==> src/hdl/evt_mask_pkg.sv <==
package evt_mask_pkg;

    // -------------------------------------------------------------------
    // register port geometry
    // -------------------------------------------------------------------
    localparam int ADDR_W = 8;
    localparam int DATA_W = 8;

    // -------------------------------------------------------------------
    // register offsets
    // -------------------------------------------------------------------
    localparam logic [ADDR_W-1:0] ADDR_MASK_A    = 8'h29;
    localparam logic [ADDR_W-1:0] ADDR_MASK_B    = 8'h2a;
    localparam logic [ADDR_W-1:0] ADDR_MASK_CONV = 8'h2b;
    localparam logic [ADDR_W-1:0] ADDR_CONV_LIVE = 8'h26;
    localparam logic [ADDR_W-1:0] ADDR_FLAG_A    = 8'h30;
    localparam logic [ADDR_W-1:0] ADDR_FLAG_B    = 8'h31;
    localparam logic [ADDR_W-1:0] ADDR_FLAG_CONV = 8'h32;
    localparam logic [ADDR_W-1:0] ADDR_CLR_A     = 8'h33;
    localparam logic [ADDR_W-1:0] ADDR_CLR_B     = 8'h34;
    localparam logic [ADDR_W-1:0] ADDR_CLR_CONV  = 8'h35;
    localparam logic [ADDR_W-1:0] ADDR_IRQ_EN    = 8'h36;
    localparam logic [ADDR_W-1:0] ADDR_TOP_LIVE  = 8'h38;

    // -------------------------------------------------------------------
    // reset values
    // -------------------------------------------------------------------
    localparam logic [DATA_W-1:0] RST_MASK_A    = 8'h00;
    localparam logic [DATA_W-1:0] RST_MASK_B    = 8'h01;
    localparam logic [DATA_W-1:0] RST_MASK_CONV = 8'h00;
    localparam logic [DATA_W-1:0] RST_IRQ_EN    = 8'h07;
    localparam logic [DATA_W-1:0] ZERO_BYTE     = 8'h00;

    // -------------------------------------------------------------------
    // field positions; flag registers reuse the mask layout, with one pg flag per converter at the pg rise bit
    // -------------------------------------------------------------------
    localparam int BIT_MEAS   = 7;
    localparam int BIT_SYNC   = 3;
    localparam int BIT_THERM  = 1;
    localparam int BIT_REGRST = 0;
    localparam int BIT_B_PGF  = 7;
    localparam int BIT_B_PGR  = 6;
    localparam int BIT_B_PG   = 6;
    localparam int BIT_B_LIM  = 4;
    localparam int BIT_A_PGF  = 3;
    localparam int BIT_A_PGR  = 2;
    localparam int BIT_A_PG   = 2;
    localparam int BIT_A_LIM  = 0;

    // functional bits, the rest is plain storage
    localparam logic [DATA_W-1:0] FUNC_MASK_A    = 8'h8a;
    localparam logic [DATA_W-1:0] FUNC_MASK_B    = 8'h01;
    localparam logic [DATA_W-1:0] FUNC_MASK_CONV = 8'hdd;
    localparam logic [DATA_W-1:0] FLAG_BITS_CONV = 8'h55;

    // irq group enables
    localparam int EN_A    = 0;
    localparam int EN_B    = 1;
    localparam int EN_CONV = 2;

    // live condition vector from the analog side
    localparam int LIVE_THERM = 0;
    localparam int LIVE_A_PG  = 1;
    localparam int LIVE_A_LIM = 2;
    localparam int LIVE_B_PG  = 3;
    localparam int LIVE_B_LIM = 4;
    localparam int LIVE_W     = 5;

endpackage : evt_mask_pkg

==> src/hdl/level_sync2.sv <==
`timescale 1ns/10ps
module level_sync2 #(
    parameter int W = 1
) (
    // clock and reset
    input  wire logic         clk_sys,
    input  wire logic         rst,
    // levels
    input  wire logic [W-1:0] async_in,
    output logic      [W-1:0] sync_out
);

    logic [W-1:0] meta_q;
    logic [W-1:0] sync_q;

    // first stage is read by the second stage only
    always_ff @(posedge clk_sys) begin
        if (rst) begin
            meta_q <= '0;
            sync_q <= '0;
        end else begin
            meta_q <= async_in;
            sync_q <= meta_q;
        end
    end

    assign sync_out = sync_q;

endmodule : level_sync2

==> src/hdl/regulator_event_mask_bank.sv <==
`timescale 1ns/10ps
// ---------------------------------------------------------------------
// How it works
// - mask_a bit 7 set blocks the load measurement ready flag.
// - mask_a bit 3 set blocks the sync clock detection flag.
// - mask_a bit 1 set blocks the thermal warning flag.
// - mask_b bit 0 gates register reset flag; resets to one.
// - conv mask bit 7 blocks converter b power good fall flag.
// - conv mask bit 6 blocks converter b power good rise flag.
// - conv mask bit 4 blocks converter b current limit flag.
// - conv mask bit 3 blocks converter a power good fall flag.
// - conv mask bit 2 blocks converter a power good rise flag.
// - conv mask bit 0 blocks converter a current limit flag.
// - masks never touch live status bits.
// - otp load sets only the functional mask bits; reserved bits keep their stored value.
// ---------------------------------------------------------------------
module regulator_event_mask_bank (
    // clock and reset
    input  wire logic                              clk_sys,
    input  wire logic                              rst,
    // register port
    input  wire logic [evt_mask_pkg::ADDR_W-1:0]   reg_addr,
    input  wire logic [evt_mask_pkg::DATA_W-1:0]   reg_wdata,
    input  wire logic                              reg_wr,
    input  wire logic                              reg_rd,
    output logic      [evt_mask_pkg::DATA_W-1:0]   reg_rdata,
    // otp defaults
    input  wire logic                              otp_load,
    input  wire logic [evt_mask_pkg::DATA_W-1:0]   otp_mask_a,
    input  wire logic [evt_mask_pkg::DATA_W-1:0]   otp_mask_b,
    input  wire logic [evt_mask_pkg::DATA_W-1:0]   otp_mask_conv,
    // event pulses from on-chip logic
    input  wire logic                              meas_ready_evt,
    input  wire logic                              sync_clk_evt,
    input  wire logic                              reg_reset_evt,
    // live conditions from comparators
    input  wire logic [evt_mask_pkg::LIVE_W-1:0]   live_async,
    // interrupt
    output logic                                   irq
);
    import evt_mask_pkg::*;

    // -----------------------------------------------------------------
    // helpers
    // -----------------------------------------------------------------
    // set wins over clear in the same cycle
    function automatic logic [DATA_W-1:0] flag_next(
        input logic [DATA_W-1:0] cur,
        input logic [DATA_W-1:0] set,
        input logic [DATA_W-1:0] clr
    );
        flag_next = (cur & ~clr) | set;
    endfunction : flag_next

    function automatic logic [DATA_W-1:0] keep_func(
        input logic [DATA_W-1:0] cur,
        input logic [DATA_W-1:0] otp,
        input logic [DATA_W-1:0] func
    );
        keep_func = (otp & func) | (cur & ~func);
    endfunction : keep_func

    // -----------------------------------------------------------------
    // state
    // -----------------------------------------------------------------
    logic [DATA_W-1:0] top_event_mask_a_q;
    logic [DATA_W-1:0] top_event_mask_b_q;
    logic [DATA_W-1:0] converter_event_mask_q;
    logic [DATA_W-1:0] top_flags_a_q;
    logic [DATA_W-1:0] top_flags_b_q;
    logic [DATA_W-1:0] converter_flags_q;
    logic [DATA_W-1:0] irq_enable_q;
    logic [DATA_W-1:0] rdata_q;
    logic [DATA_W-1:0] rdata_d;
    logic              irq_q;
    logic              irq_d;
    logic [LIVE_W-1:0] live_s;
    logic [LIVE_W-1:0] live_prev_q;

    logic [DATA_W-1:0] set_a;
    logic [DATA_W-1:0] set_b;
    logic [DATA_W-1:0] set_conv;
    logic [DATA_W-1:0] clr_a;
    logic [DATA_W-1:0] clr_b;
    logic [DATA_W-1:0] clr_conv;
    logic [DATA_W-1:0] live_conv;
    logic [DATA_W-1:0] live_top;

    logic therm_rise;
    logic a_pg_rise;
    logic a_pg_fall;
    logic a_lim_rise;
    logic b_pg_rise;
    logic b_pg_fall;
    logic b_lim_rise;

    // -----------------------------------------------------------------
    // live condition capture
    // -----------------------------------------------------------------
    level_sync2 #(
        .W (LIVE_W)
    ) u_live_sync (
        .clk_sys  (clk_sys),
        .rst      (rst),
        .async_in (live_async),
        .sync_out (live_s)
    );

    always_ff @(posedge clk_sys) begin
        if (rst) begin
            live_prev_q <= '0;
        end else begin
            live_prev_q <= live_s;
        end
    end

    assign therm_rise = live_s[LIVE_THERM] & ~live_prev_q[LIVE_THERM];
    assign a_pg_rise  = live_s[LIVE_A_PG] & ~live_prev_q[LIVE_A_PG];
    assign a_pg_fall  = ~live_s[LIVE_A_PG] & live_prev_q[LIVE_A_PG];
    assign a_lim_rise = live_s[LIVE_A_LIM] & ~live_prev_q[LIVE_A_LIM];
    assign b_pg_rise  = live_s[LIVE_B_PG] & ~live_prev_q[LIVE_B_PG];
    assign b_pg_fall  = ~live_s[LIVE_B_PG] & live_prev_q[LIVE_B_PG];
    assign b_lim_rise = live_s[LIVE_B_LIM] & ~live_prev_q[LIVE_B_LIM];

    // -----------------------------------------------------------------
    // mask registers
    // -----------------------------------------------------------------
    // otp load wins over a bus write in the same cycle
    always_ff @(posedge clk_sys) begin
        if (rst) begin
            top_event_mask_a_q     <= RST_MASK_A;
            top_event_mask_b_q     <= RST_MASK_B;
            converter_event_mask_q <= RST_MASK_CONV;
        end else if (otp_load) begin
            top_event_mask_a_q     <= keep_func(top_event_mask_a_q, otp_mask_a, FUNC_MASK_A);
            top_event_mask_b_q     <= keep_func(top_event_mask_b_q, otp_mask_b, FUNC_MASK_B);
            converter_event_mask_q <= keep_func(converter_event_mask_q, otp_mask_conv, FUNC_MASK_CONV);
        end else if (reg_wr) begin
            if (reg_addr == ADDR_MASK_A) begin
                top_event_mask_a_q <= reg_wdata;
            end
            if (reg_addr == ADDR_MASK_B) begin
                top_event_mask_b_q <= reg_wdata;
            end
            if (reg_addr == ADDR_MASK_CONV) begin
                converter_event_mask_q <= reg_wdata;
            end
        end
    end

    always_ff @(posedge clk_sys) begin
        if (rst) begin
            irq_enable_q <= RST_IRQ_EN;
        end else if (reg_wr && reg_addr == ADDR_IRQ_EN) begin
            irq_enable_q <= reg_wdata;
        end
    end

    // -----------------------------------------------------------------
    // flag set terms
    // -----------------------------------------------------------------
    // masks gate only the set path, a mask write never clears a flag
    always_comb begin
        set_a = ZERO_BYTE;
        set_a[BIT_MEAS] = meas_ready_evt & ~top_event_mask_a_q[BIT_MEAS];
        set_a[BIT_SYNC] = sync_clk_evt & ~top_event_mask_a_q[BIT_SYNC];
        set_a[BIT_THERM] = therm_rise & ~top_event_mask_a_q[BIT_THERM];
    end

    always_comb begin
        set_b = ZERO_BYTE;
        set_b[BIT_REGRST] = reg_reset_evt & ~top_event_mask_b_q[BIT_REGRST];
    end

    always_comb begin
        set_conv = ZERO_BYTE;
        set_conv[BIT_B_PG] = (b_pg_fall & ~converter_event_mask_q[BIT_B_PGF])
                           | (b_pg_rise & ~converter_event_mask_q[BIT_B_PGR]);
        set_conv[BIT_B_LIM] = b_lim_rise & ~converter_event_mask_q[BIT_B_LIM];
        set_conv[BIT_A_PG] = (a_pg_fall & ~converter_event_mask_q[BIT_A_PGF])
                           | (a_pg_rise & ~converter_event_mask_q[BIT_A_PGR]);
        set_conv[BIT_A_LIM] = a_lim_rise & ~converter_event_mask_q[BIT_A_LIM];
    end

    assign clr_a    = (reg_wr && reg_addr == ADDR_CLR_A) ? reg_wdata : ZERO_BYTE;
    assign clr_b    = (reg_wr && reg_addr == ADDR_CLR_B) ? reg_wdata : ZERO_BYTE;
    assign clr_conv = (reg_wr && reg_addr == ADDR_CLR_CONV) ? reg_wdata : ZERO_BYTE;

    // -----------------------------------------------------------------
    // flag registers
    // -----------------------------------------------------------------
    // unmasked events latch
    always_ff @(posedge clk_sys) begin
        if (rst) begin
            top_flags_a_q     <= ZERO_BYTE;
            top_flags_b_q     <= ZERO_BYTE;
            converter_flags_q <= ZERO_BYTE;
        end else begin
            top_flags_a_q     <= flag_next(top_flags_a_q, set_a, clr_a);
            top_flags_b_q     <= flag_next(top_flags_b_q, set_b, clr_b);
            converter_flags_q <= flag_next(converter_flags_q, set_conv, clr_conv);
        end
    end

    // -----------------------------------------------------------------
    // interrupt output
    // -----------------------------------------------------------------
    // one cycle behind the flags so that the pin comes from a flop
    assign irq_d = (|top_flags_a_q & irq_enable_q[EN_A])
                 | (|top_flags_b_q & irq_enable_q[EN_B])
                 | (|converter_flags_q & irq_enable_q[EN_CONV]);

    always_ff @(posedge clk_sys) begin
        if (rst) begin
            irq_q <= 1'b0;
        end else begin
            irq_q <= irq_d;
        end
    end

    assign irq = irq_q;

    // -----------------------------------------------------------------
    // read path
    // -----------------------------------------------------------------
    // live bits bypass masks
    always_comb begin
        live_conv = ZERO_BYTE;
        live_conv[BIT_B_PG]  = live_s[LIVE_B_PG];
        live_conv[BIT_B_LIM] = live_s[LIVE_B_LIM];
        live_conv[BIT_A_PG]  = live_s[LIVE_A_PG];
        live_conv[BIT_A_LIM] = live_s[LIVE_A_LIM];
        live_top = ZERO_BYTE;
        live_top[BIT_THERM]  = live_s[LIVE_THERM];
    end

    // clear registers are write-only and read as zero like unmapped ones
    always_comb begin
        case (reg_addr)
            ADDR_MASK_A:    rdata_d = top_event_mask_a_q;
            ADDR_MASK_B:    rdata_d = top_event_mask_b_q;
            ADDR_MASK_CONV: rdata_d = converter_event_mask_q;
            ADDR_CONV_LIVE: rdata_d = live_conv;
            ADDR_TOP_LIVE:  rdata_d = live_top;
            ADDR_FLAG_A:    rdata_d = top_flags_a_q;
            ADDR_FLAG_B:    rdata_d = top_flags_b_q;
            ADDR_FLAG_CONV: rdata_d = converter_flags_q;
            ADDR_IRQ_EN:    rdata_d = irq_enable_q;
            default:        rdata_d = ZERO_BYTE;
        endcase
    end

    always_ff @(posedge clk_sys) begin
        if (rst) begin
            rdata_q <= ZERO_BYTE;
        end else if (reg_rd) begin
            rdata_q <= rdata_d;
        end else begin
            rdata_q <= ZERO_BYTE;
        end
    end

    assign reg_rdata = rdata_q;
endmodule : regulator_event_mask_bank

==> config.mk <==
export PLATFORM = sky130hd
export DESIGN_NAME = regulator_event_mask_bank
export DESIGN_NICKNAME = d
export VERILOG_FILES = /design/src/hdl/evt_mask_pkg.sv /design/src/hdl/level_sync2.sv /design/src/hdl/regulator_event_mask_bank.sv
export SDC_FILE = /design/constraint.sdc
export NUM_CORES = 1
export LEC_CHECK = 0
export BUFFER_PORTS_ARGS = -buffer_cell sky130_fd_sc_hd__buf_2
export CORE_AREA = 3 3 87 152
export CTS_CLUSTER_SIZE = 10
export DETAILED_ROUTE_END_ITERATION = 10
export DIE_AREA = 0 0 90 155
export PLACE_DENSITY = 0.52
export SLEW_MARGIN = 20
export SYNTH_ARGS = -nofsm -noshare
export SYNTH_HDL_FRONTEND = slang
export SYNTH_SLANG_ARGS = --single-unit
==> constraint.sdc <==
create_clock -name clk_sys -period 3.4 [get_ports clk_sys]
set_clock_uncertainty 0.1 [all_clocks]
set_input_delay 0.68 -clock clk_sys [delete_from_list [all_inputs] [get_ports clk_sys]]
set_output_delay 0.68 -clock clk_sys [all_outputs]
set_load 0.005 [all_outputs]
==> flow_summary.ini, run 1 <==
[status]
outcome = completed

[die]
rows = 53
die_w_um = 90
fp.coreArea_um2 = 12100
num_io_pins = 62
start_util_pct = 29.9
die-area_um2 = 14000
die_h_um = 155

[final_layout]
syn2layout_area_growth_pct = 18.5
final_cell_mix = dfxtp_1 (80), buf_2 (47), nor2_1 (37)
final_cells = 598
post-route-cell-area_um2 = 4280
final_common_cell = dfxtp_1
drive_above_1_share_pct = 18.7
final_util_pct = 35.4
final_nets = 482
antenna_cells = 0

[cts]
clock-sinks = 80
clk_pin_slew_ps = 60
ctsResizeCount = 0
cts_made_buffers = 9
cts_setup_buffers = 0
clock_path_buffers = 2
htree_levels = 3
cts_tree = built
insertion_delay_ps = 340
cts_root_buf = clkbuf_16
holdBufCountCts = 0

[detailed_routing]
via_per_inst = 5.22
wl_per_cell_um = 19.0
drt_pass1_iterations = 5
ant_nets = 0
drt_iter0_drc = 215
routed_wl_mm = 11.4
dr_total_vias = 3120
drc = 0

[hold_path]
whs_path_depth = 1
hold_class = flip-flop to flip-flop
hold_start = u_live_sync.meta_q[0]
min_to = u_live_sync.sync_out[0]

[placement]
gp_congestion = 0.854
portBuffers = 47
placed_area_um2 = 3970
detailed_place_hpwl_mm = 8.44
dp_cells = 583

[yosys]
syn_area_per_cell_um2 = 9.18
seq_area_frac_synth_pct = 44.4
synth_seq_cells = 80
netlist_instances = 393
synth_flop_cell = dfxtp_1
yosysUniqueCellTypes = 45
synth_nets = 446
ys_async_sr_fraction_pct = 0
synth_edf_count = 0
synth_area_um2 = 3610
ys_warn_count = 0

[timing]
fmax_ghz = 0.399
fin_crit_ps = 2510
tns_ps = 0
final_hold_viol_count = 0
setup_viol = 0
maxSlewHeadroom_pct = 50.2
fin_crit_sh_pct = 73.8
maxSlewViolCount = 0
worst_pin_slew_ps = 745
grt_setup_unrepaired = false

[setup_path]
reg2reg_from = top_flags_a_q[1]
end_kind = flip-flop
cp.required_ps = 3530
r2r_slack_ps = 1880
reg2reg_depth = 4
r2r-end = irq
cp-start-kind = input port
worstSetupPathType = input port to flip-flop
arrival_ps = 2640
critPathMaxFanout = 11

[global_route]
grt_pass1_wl_mm = 17.3
track_usage_pct = 16.6
grt_max_degree = 39
grt_pass1_vias = 3139
antenna_found_initial = 0
overflow = 0

[power]
power_density_nw_per_um2 = 504
p_leak_nw = 1.64
ir_drop_v = 0.000242

[run]
cap_violations = 0
==> registers in the layout, indices dropped and copies added, names as in the netlist, 8 cells and up <==
register / cells
top_flags_a_q: 8
converter_flags_q: 8
top_event_mask_a_q: 8
top_event_mask_b_q: 8
top_flags_b_q: 8
converter_event_mask_q: 8
reg_rdata: 8
irq_enable_q: 8
==> layer usage <==
| layer | global-route usage, % | wire length, µm | vias up |
|---|---|---|---|
| li1 | - | - | 1496 |
| met1 | 17.1 | 4400 | 1482 |
| met2 | 29.7 | 5940 | 106 |
| met3 | 3.63 | 436 | 36 |
| met4 | 11.2 | 612 | 0 |
| met5 | 0 | 0 | - |
==> stage by stage <==
stage	power [mW]	hold WS, ps	worst slack (ps)
2_1_floorplan	1.09	314	1230
3_3_place_gp	1.17	319	612
3_5_place_dp	1.17	324	626
4_1_cts	2.18	338	964
5_1_grt	2.23	346	768
6_report	2.16	334	891
==> logic make-up (layout without fill, tap and decap cells) <==
| family | after synthesis | in the layout | synth area share [%] |
|---|---|---|---|
| buffers and inverters | 46 | 86 | 5.48 |
| muxes | 32 | 32 | 9.02 |
| AOI/OAI and AO/OA | 94 | 94 | 18.2 |
| and+or+nand+nor | 141 | 141 | 22.9 |
| DFF | 80 | 80 | 44.4 |
==> cells in the mapped netlist (3+ instances only) <==
cell	n	area, µm²
nand2_1	16	60.1
nor2_1	37	139
nand3_1	10	50.1
a21o_1	3	22.5
clkbuf_1	18	67.6
nor3b_1	9	67.6
dfxtp_1	80	1600
inv_1	18	67.6
a32oi_1	3	26.3
nand4_1	7	43.8
a211o_1	4	35.0
o32a_1	3	30.0
a31oi_1	4	25.0
nor4_1	7	43.8
nor2b_1	19	119
o22ai_1	5	31.3
a2bb2oi_1	11	96.3
mux2i_1	28	280
nand2b_1	17	106
mux2_2	4	45.0
o21ai_0	7	35.0
a21oi_1	29	145
a221oi_1	9	78.8
a22oi_1	11	82.6
buf_2	8	40.0
==> area by class of cell <==
type / instances / area [µm²]
well taps: 165 / 206
inverters: 18 / 67.6
multi-input cells: 267 / 1810
clock inverters: 6 / 85.1
repair buffers: 53 / 280
fillers: 1289 / 7790
flip-flops and latches: 80 / 1600
clock buffers: 9 / 225
==> report_power, final <==
| group | switching, mW | internal, mW | total [mW] |
|---|---|---|---|
| logic | 0.105 | 0.0648 | 0.170 |
| clock network | 0.374 | 0.635 | 1.01 |
| registers | 0.0170 | 0.961 | 0.978 |
| total | 0.496 | 1.66 | 2.16 |
==> critical path: stages <==
cell	delay (ps)
buf_2	140
nor2b_1	620
nand4_1	720
a211o_1	470
==> how the worst max path moves through the flow <==
stage                 from                    end  cells after the start
2_1_floorplan  reg_addr[7]  top_event_mask_b_q[1]                      5
5_1_grt        reg_addr[2]        irq_enable_q[6]                      5
6_report       reg_addr[2]        irq_enable_q[1]                      4
3_3_place_gp   reg_addr[2]        irq_enable_q[2]                      4
3_5_place_dp   reg_addr[2]        irq_enable_q[0]                      4
4_1_cts        reg_addr[1]        irq_enable_q[1]                      4
Power figures use the tool's default switching activity.
==> run 2, diff against run 1 <==
Settings changed: ABC_AREA from default to 1, CORE_AREA 3 3 87 152 to 3 3 89 154, DIE_AREA 0 0 90 155 to 0 0 92 157.
Clock period 3.4 ns to 2.45 ns, I/O delays scaled along.
==> flow_summary.ini, run 2 <==
[detailed_routing]
via_per_inst = 4.84
dr_total_vias = 3585
drc = 0
wl_per_cell_um = 16.1
drt_pass1_iterations = 5
routed_wl_mm = 12.0
ant_nets = 0
drt_iter0_drc = 336

[die]
die_w_um = 92
start_util_pct = 29.5
num_io_pins = 62
rows = 54
fp.coreArea_um2 = 12600
die-area_um2 = 14400
die_h_um = 157

[global_route]
grt_max_degree = 45
track_usage_pct = 17.3
grt_pass1_wl_mm = 18.9
overflow = 0
antenna_found_initial = 0
grt_pass1_vias = 3579

[final_layout]
post-route-cell-area_um2 = 4430
final_nets = 621
final_util_pct = 35.3
drive_above_1_share_pct = 16.9
syn2layout_area_growth_pct = 19.6
nFillCells = 1415
antenna_cells = 0
final_common_cell = nand2_1
final_cell_mix = nand2_1 (88), dfxtp_1 (80), nor2_1 (74)

[setup_path]
end_kind = flip-flop
reg2reg_from = converter_flags_q[4]
cp.required_ps = 2630
cp-start-kind = input port
critPathMaxFanout = 14
arrival_ps = 1840
worstSetupPathType = input port to flip-flop
reg2reg_depth = 6
r2r_slack_ps = 1340
r2r-end = irq

[placement]
portBuffers = 47
placed_area_um2 = 4120
detailed_place_hpwl_mm = 9.26
gp_congestion = 0.887

[power]
power_density_nw_per_um2 = 671
ir_drop_v = 0.000316
p_leak_nw = 2.05

[timing]
fin_crit_ps = 1660
hold_slack_ps = 248
final_hold_viol_count = 0
fmax_ghz = 0.602
worst_pin_slew_ps = 552
setup_viol = 0
fin_crit_sh_pct = 67.8
maxSlewHeadroom_pct = 63.1
maxSlewViolCount = 0
grt_setup_unrepaired = false
tns_ps = 0

[yosys]
syn_area_per_cell_um2 = 7.13
synth_area_um2 = 3710
yosysMostFrequentCell = nand2_1
ys_warn_count = 0
netlist_top_cells_count = nand2_1 (88), dfxtp_1 (80), nor2_1 (74)
yosysTopAreaCell = dfxtp_1
synth_seq_cells = 80
ys_async_sr_fraction_pct = 0
synth_top_area_share_pct = 43.2
seq_area_frac_synth_pct = 43.2
netlist_instances = 520
yosysUniqueCellTypes = 28
synth_edf_count = 0
synth_flop_cell = dfxtp_1
synth_area_leaders = dfxtp_1 (43%), nand3_1 (9.0%), nand2_1 (8.9%)
synth_nets = 573

[cts]
holdBufCountCts = 0
cts_setup_buffers = 0
cts_root_buf = clkbuf_16
ctsResizeCount = 0
cts_made_buffers = 9
htree_levels = 3
cts_tree = built
clock-sinks = 80
insertion_delay_ps = 340
clk_pin_slew_ps = 60
clock_path_buffers = 2

[hold_path]
hold_start = live_async[1]
min_to = u_live_sync.meta_q[1]
hold_class = input port to flip-flop
whs_path_depth = 3

[run]
cap_violations = 0

[status]
outcome = completed
[run 2: cells by family (layout without fill, tap and decap cells)]
logic type | Yosys count | after routing | synth area share (%)
AO/OA/AOI/OAI | 72 | 72 | 11.3
buffers and inverters | 88 | 141 | 9.25
flip-flops | 80 | 80 | 43.2
AND/OR/NAND/NOR | 280 | 280 | 36.3
[run 2: final cells by class]
cell class / count / area [µm²] / share of cell area [%]
clock inverters: 4 / 52.6 / 1.19
flip-flops and latches: 80 / 1600 / 36.1
multi-input cells: 352 / 1760 / 39.7
repair buffers: 53 / 280 / 6.32
well taps: 168 / 210 / 4.74
inverters: 72 / 270 / 6.10
clock buffers: 12 / 256 / 5.79
[run 2: power breakdown]
group	internal, mW	total (mW)	switching (mW)
logic	0.0757	0.241	0.166
clock network	0.845	1.37	0.525
registers	1.34	1.36	0.0244
[run 2: worst max-delay path by stage]
stage	from	endpoint	slack [ps]
floorplan	reg_addr[6]	top_flags_a_q[7]	870
global placement	reg_addr[7]	top_flags_b_q[0]	460
detailed placement	reg_addr[7]	top_flags_b_q[0]	450
CTS	reg_addr[4]	reg_rdata[2]	810
global route	reg_addr[4]	reg_rdata[2]	620
finish	reg_addr[4]	reg_rdata[2]	790
[run 2: metal layers]
layer  track usage (%)  routed length, µm  share of wire (%)  vias up
li1                  -                  -                  -     1793
met1              18.1               4500                 38     1621
met2              31.5               6220                 52      135
met3              2.92                548                4.6       36
met4              11.6                688                5.8        0
met5                 0                  0                  0        -
[run 2: worst max-delay path: stages]
cell,delay [ps]
buf_2,110
inv_1,40
nand2_1,110
nor2_8,260
nand2_1,100
nor2_1,350
nand2_1,90
nand3_1,150
nor2_1,50
nor2_1,80
[run 2: per-stage QoR]
step / setup slack, ps / total power, mW / instances
final: 788 / 2.97 / 741
after floorplan: 872 / 1.53 / 520
after global placement: 462 / 1.63 / 725
after detailed placement: 453 / 1.63 / 725
after global routing: 625 / 3.09 / 741
after CTS: 812 / 3.00 / 741
==> run 3, diff against run 2 <==
Settings changed: PLACE_DENSITY 0.52 to 0.53.
Clock period 2.45 ns to 1.4 ns, I/O delays scaled along.
==> flow_summary.ini, run 3 (synthesis results as in run 2) <==
[placement]
placed_area_um2 = 4490
portBuffers = 47
gp_congestion = 0.917
place_ws_ps = -278
dp_cells = 761
detailed_place_hpwl_mm = 9.79

[final_layout]
antenna_cells = 0
nFillCells = 1403
drive_above_1_share_pct = 22.0
final_cell_mix = nand2_1 (88), dfxtp_1 (80), nor2_1 (74)
post-route-cell-area_um2 = 4850
syn2layout_area_growth_pct = 30.9
final_util_pct = 38.6
final_nets = 657
final_cells = 777
final_common_cell = nand2_1

[detailed_routing]
drt_iter0_drc = 320
drt_pass1_iterations = 5
routed_wl_mm = 12.2
wl_per_cell_um = 15.7
drc = 0
via_per_inst = 4.81
dr_total_vias = 3736
ant_nets = 0

[die]
die_h_um = 157
fp.coreArea_um2 = 12600
die-area_um2 = 14400
start_util_pct = 29.5
rows = 54
die_w_um = 92
num_io_pins = 62

[timing]
fmax_ghz = 0.772
worst_pin_slew_ps = 330
hold_slack_ps = 34.7
fin_crit_sh_pct = 92.6
fin_crit_ps = 1300
grt_setup_unrepaired = false
tns_ps = 0
setup_ws_ps = 104
maxSlewHeadroom_pct = 78.0
maxSlewViolCount = 0
final_hold_viol_count = 0
setup_viol = 0

[cts]
holdBufCountCts = 0
clock-sinks = 80
cts_made_buffers = 9
htree_levels = 3
insertion_delay_ps = 340
ctsResizeCount = 0
cts_setup_buffers = 0
cts_root_buf = clkbuf_16
cts_tree = built
clk_pin_slew_ps = 60
clock_path_buffers = 2

[setup_path]
worstPathCellList = buf_2, inv_1, nand2_4, nor3_2, nand2_1, buf_4, nand2_1, o211ai_1
worstSetupPathType = input port to flip-flop
critPathMaxFanout = 10
critical-path-max-stage-delay_ps = 260
cp.required_ps = 1520
end_kind = flip-flop
crit_top_cell = nand2_1
crit_path_top_delay_cell = nor3_2
arrival_ps = 1410
cp-start-kind = input port

[global_route]
antenna_found_initial = 0
grt_max_degree = 33
grt_pass1_vias = 3712
track_usage_pct = 17.8
grt_pass1_wl_mm = 19.5
overflow = 0

[status]
outcome = completed

[power]
power.total_mw = 5.66
ir_drop_v = 0.000680
power_density_nw_per_um2 = 1170
p_leak_nw = 2.29

[hold_path]
hold_class = input port to flip-flop

[run]
cap_violations = 0
[run 3: cell count changes in the layout (fill, tap and decap cells not counted), sizes merged]
cell	previous run	this run
clkinv	1	2
clkbuf	12	11
buf	53	89
bufinv	1	3
clkinvlp	3	1
[run 3: worst max-delay path, delay by kind of cell]
kind                   cells  cell delay [ps]
AND/OR/NAND/NOR            4              590
buffers and inverters      3              460
AO/OA/AOI/OAI              1               80
[run 3: final cells by class]
class,instances,area [µm²],area share (%)
clock buffer,11,253,5.21
tap,168,210,4.33
timing repair buffer,89,651,13.4
multi-input combinational,352,1760,36.3
sequential,80,1600,33.0
clock inverter,5,103,2.12
inverter,72,270,5.57
[run 3: report_power, final]
group          switching (mW)  internal, mW  leakage [nW]
Sequential             0.0454          2.34         0.652
Clock                   0.940          1.84         0.172
Combinational           0.306         0.195          1.47
Total                    1.29          4.37          2.29
[run 3: final timing paths]
kind / endpoint / slack, ps / cells past startpoint / start
setup reg to reg: irq / 310 / 6 / top_flags_a_q[0]
hold / removal: u_live_sync.meta_q[4] / 30 / 3 / live_async[4]
hold reg to reg: u_live_sync.sync_out[1] / 300 / 2 / u_live_sync.meta_q[1]
setup / recovery: irq_enable_q[1] / 100 / 8 / reg_addr[0]
[run 3: routing by layer]
layer / up-vias / GRT usage [%] / part of all wire, %
met5: - / 0 / 0
met4: 0 / 10.6 / 5.3
met3: 35 / 3.92 / 4.3
met2: 115 / 33.1 / 54
met1: 1721 / 18.0 / 37
li1: 1865 / - / -
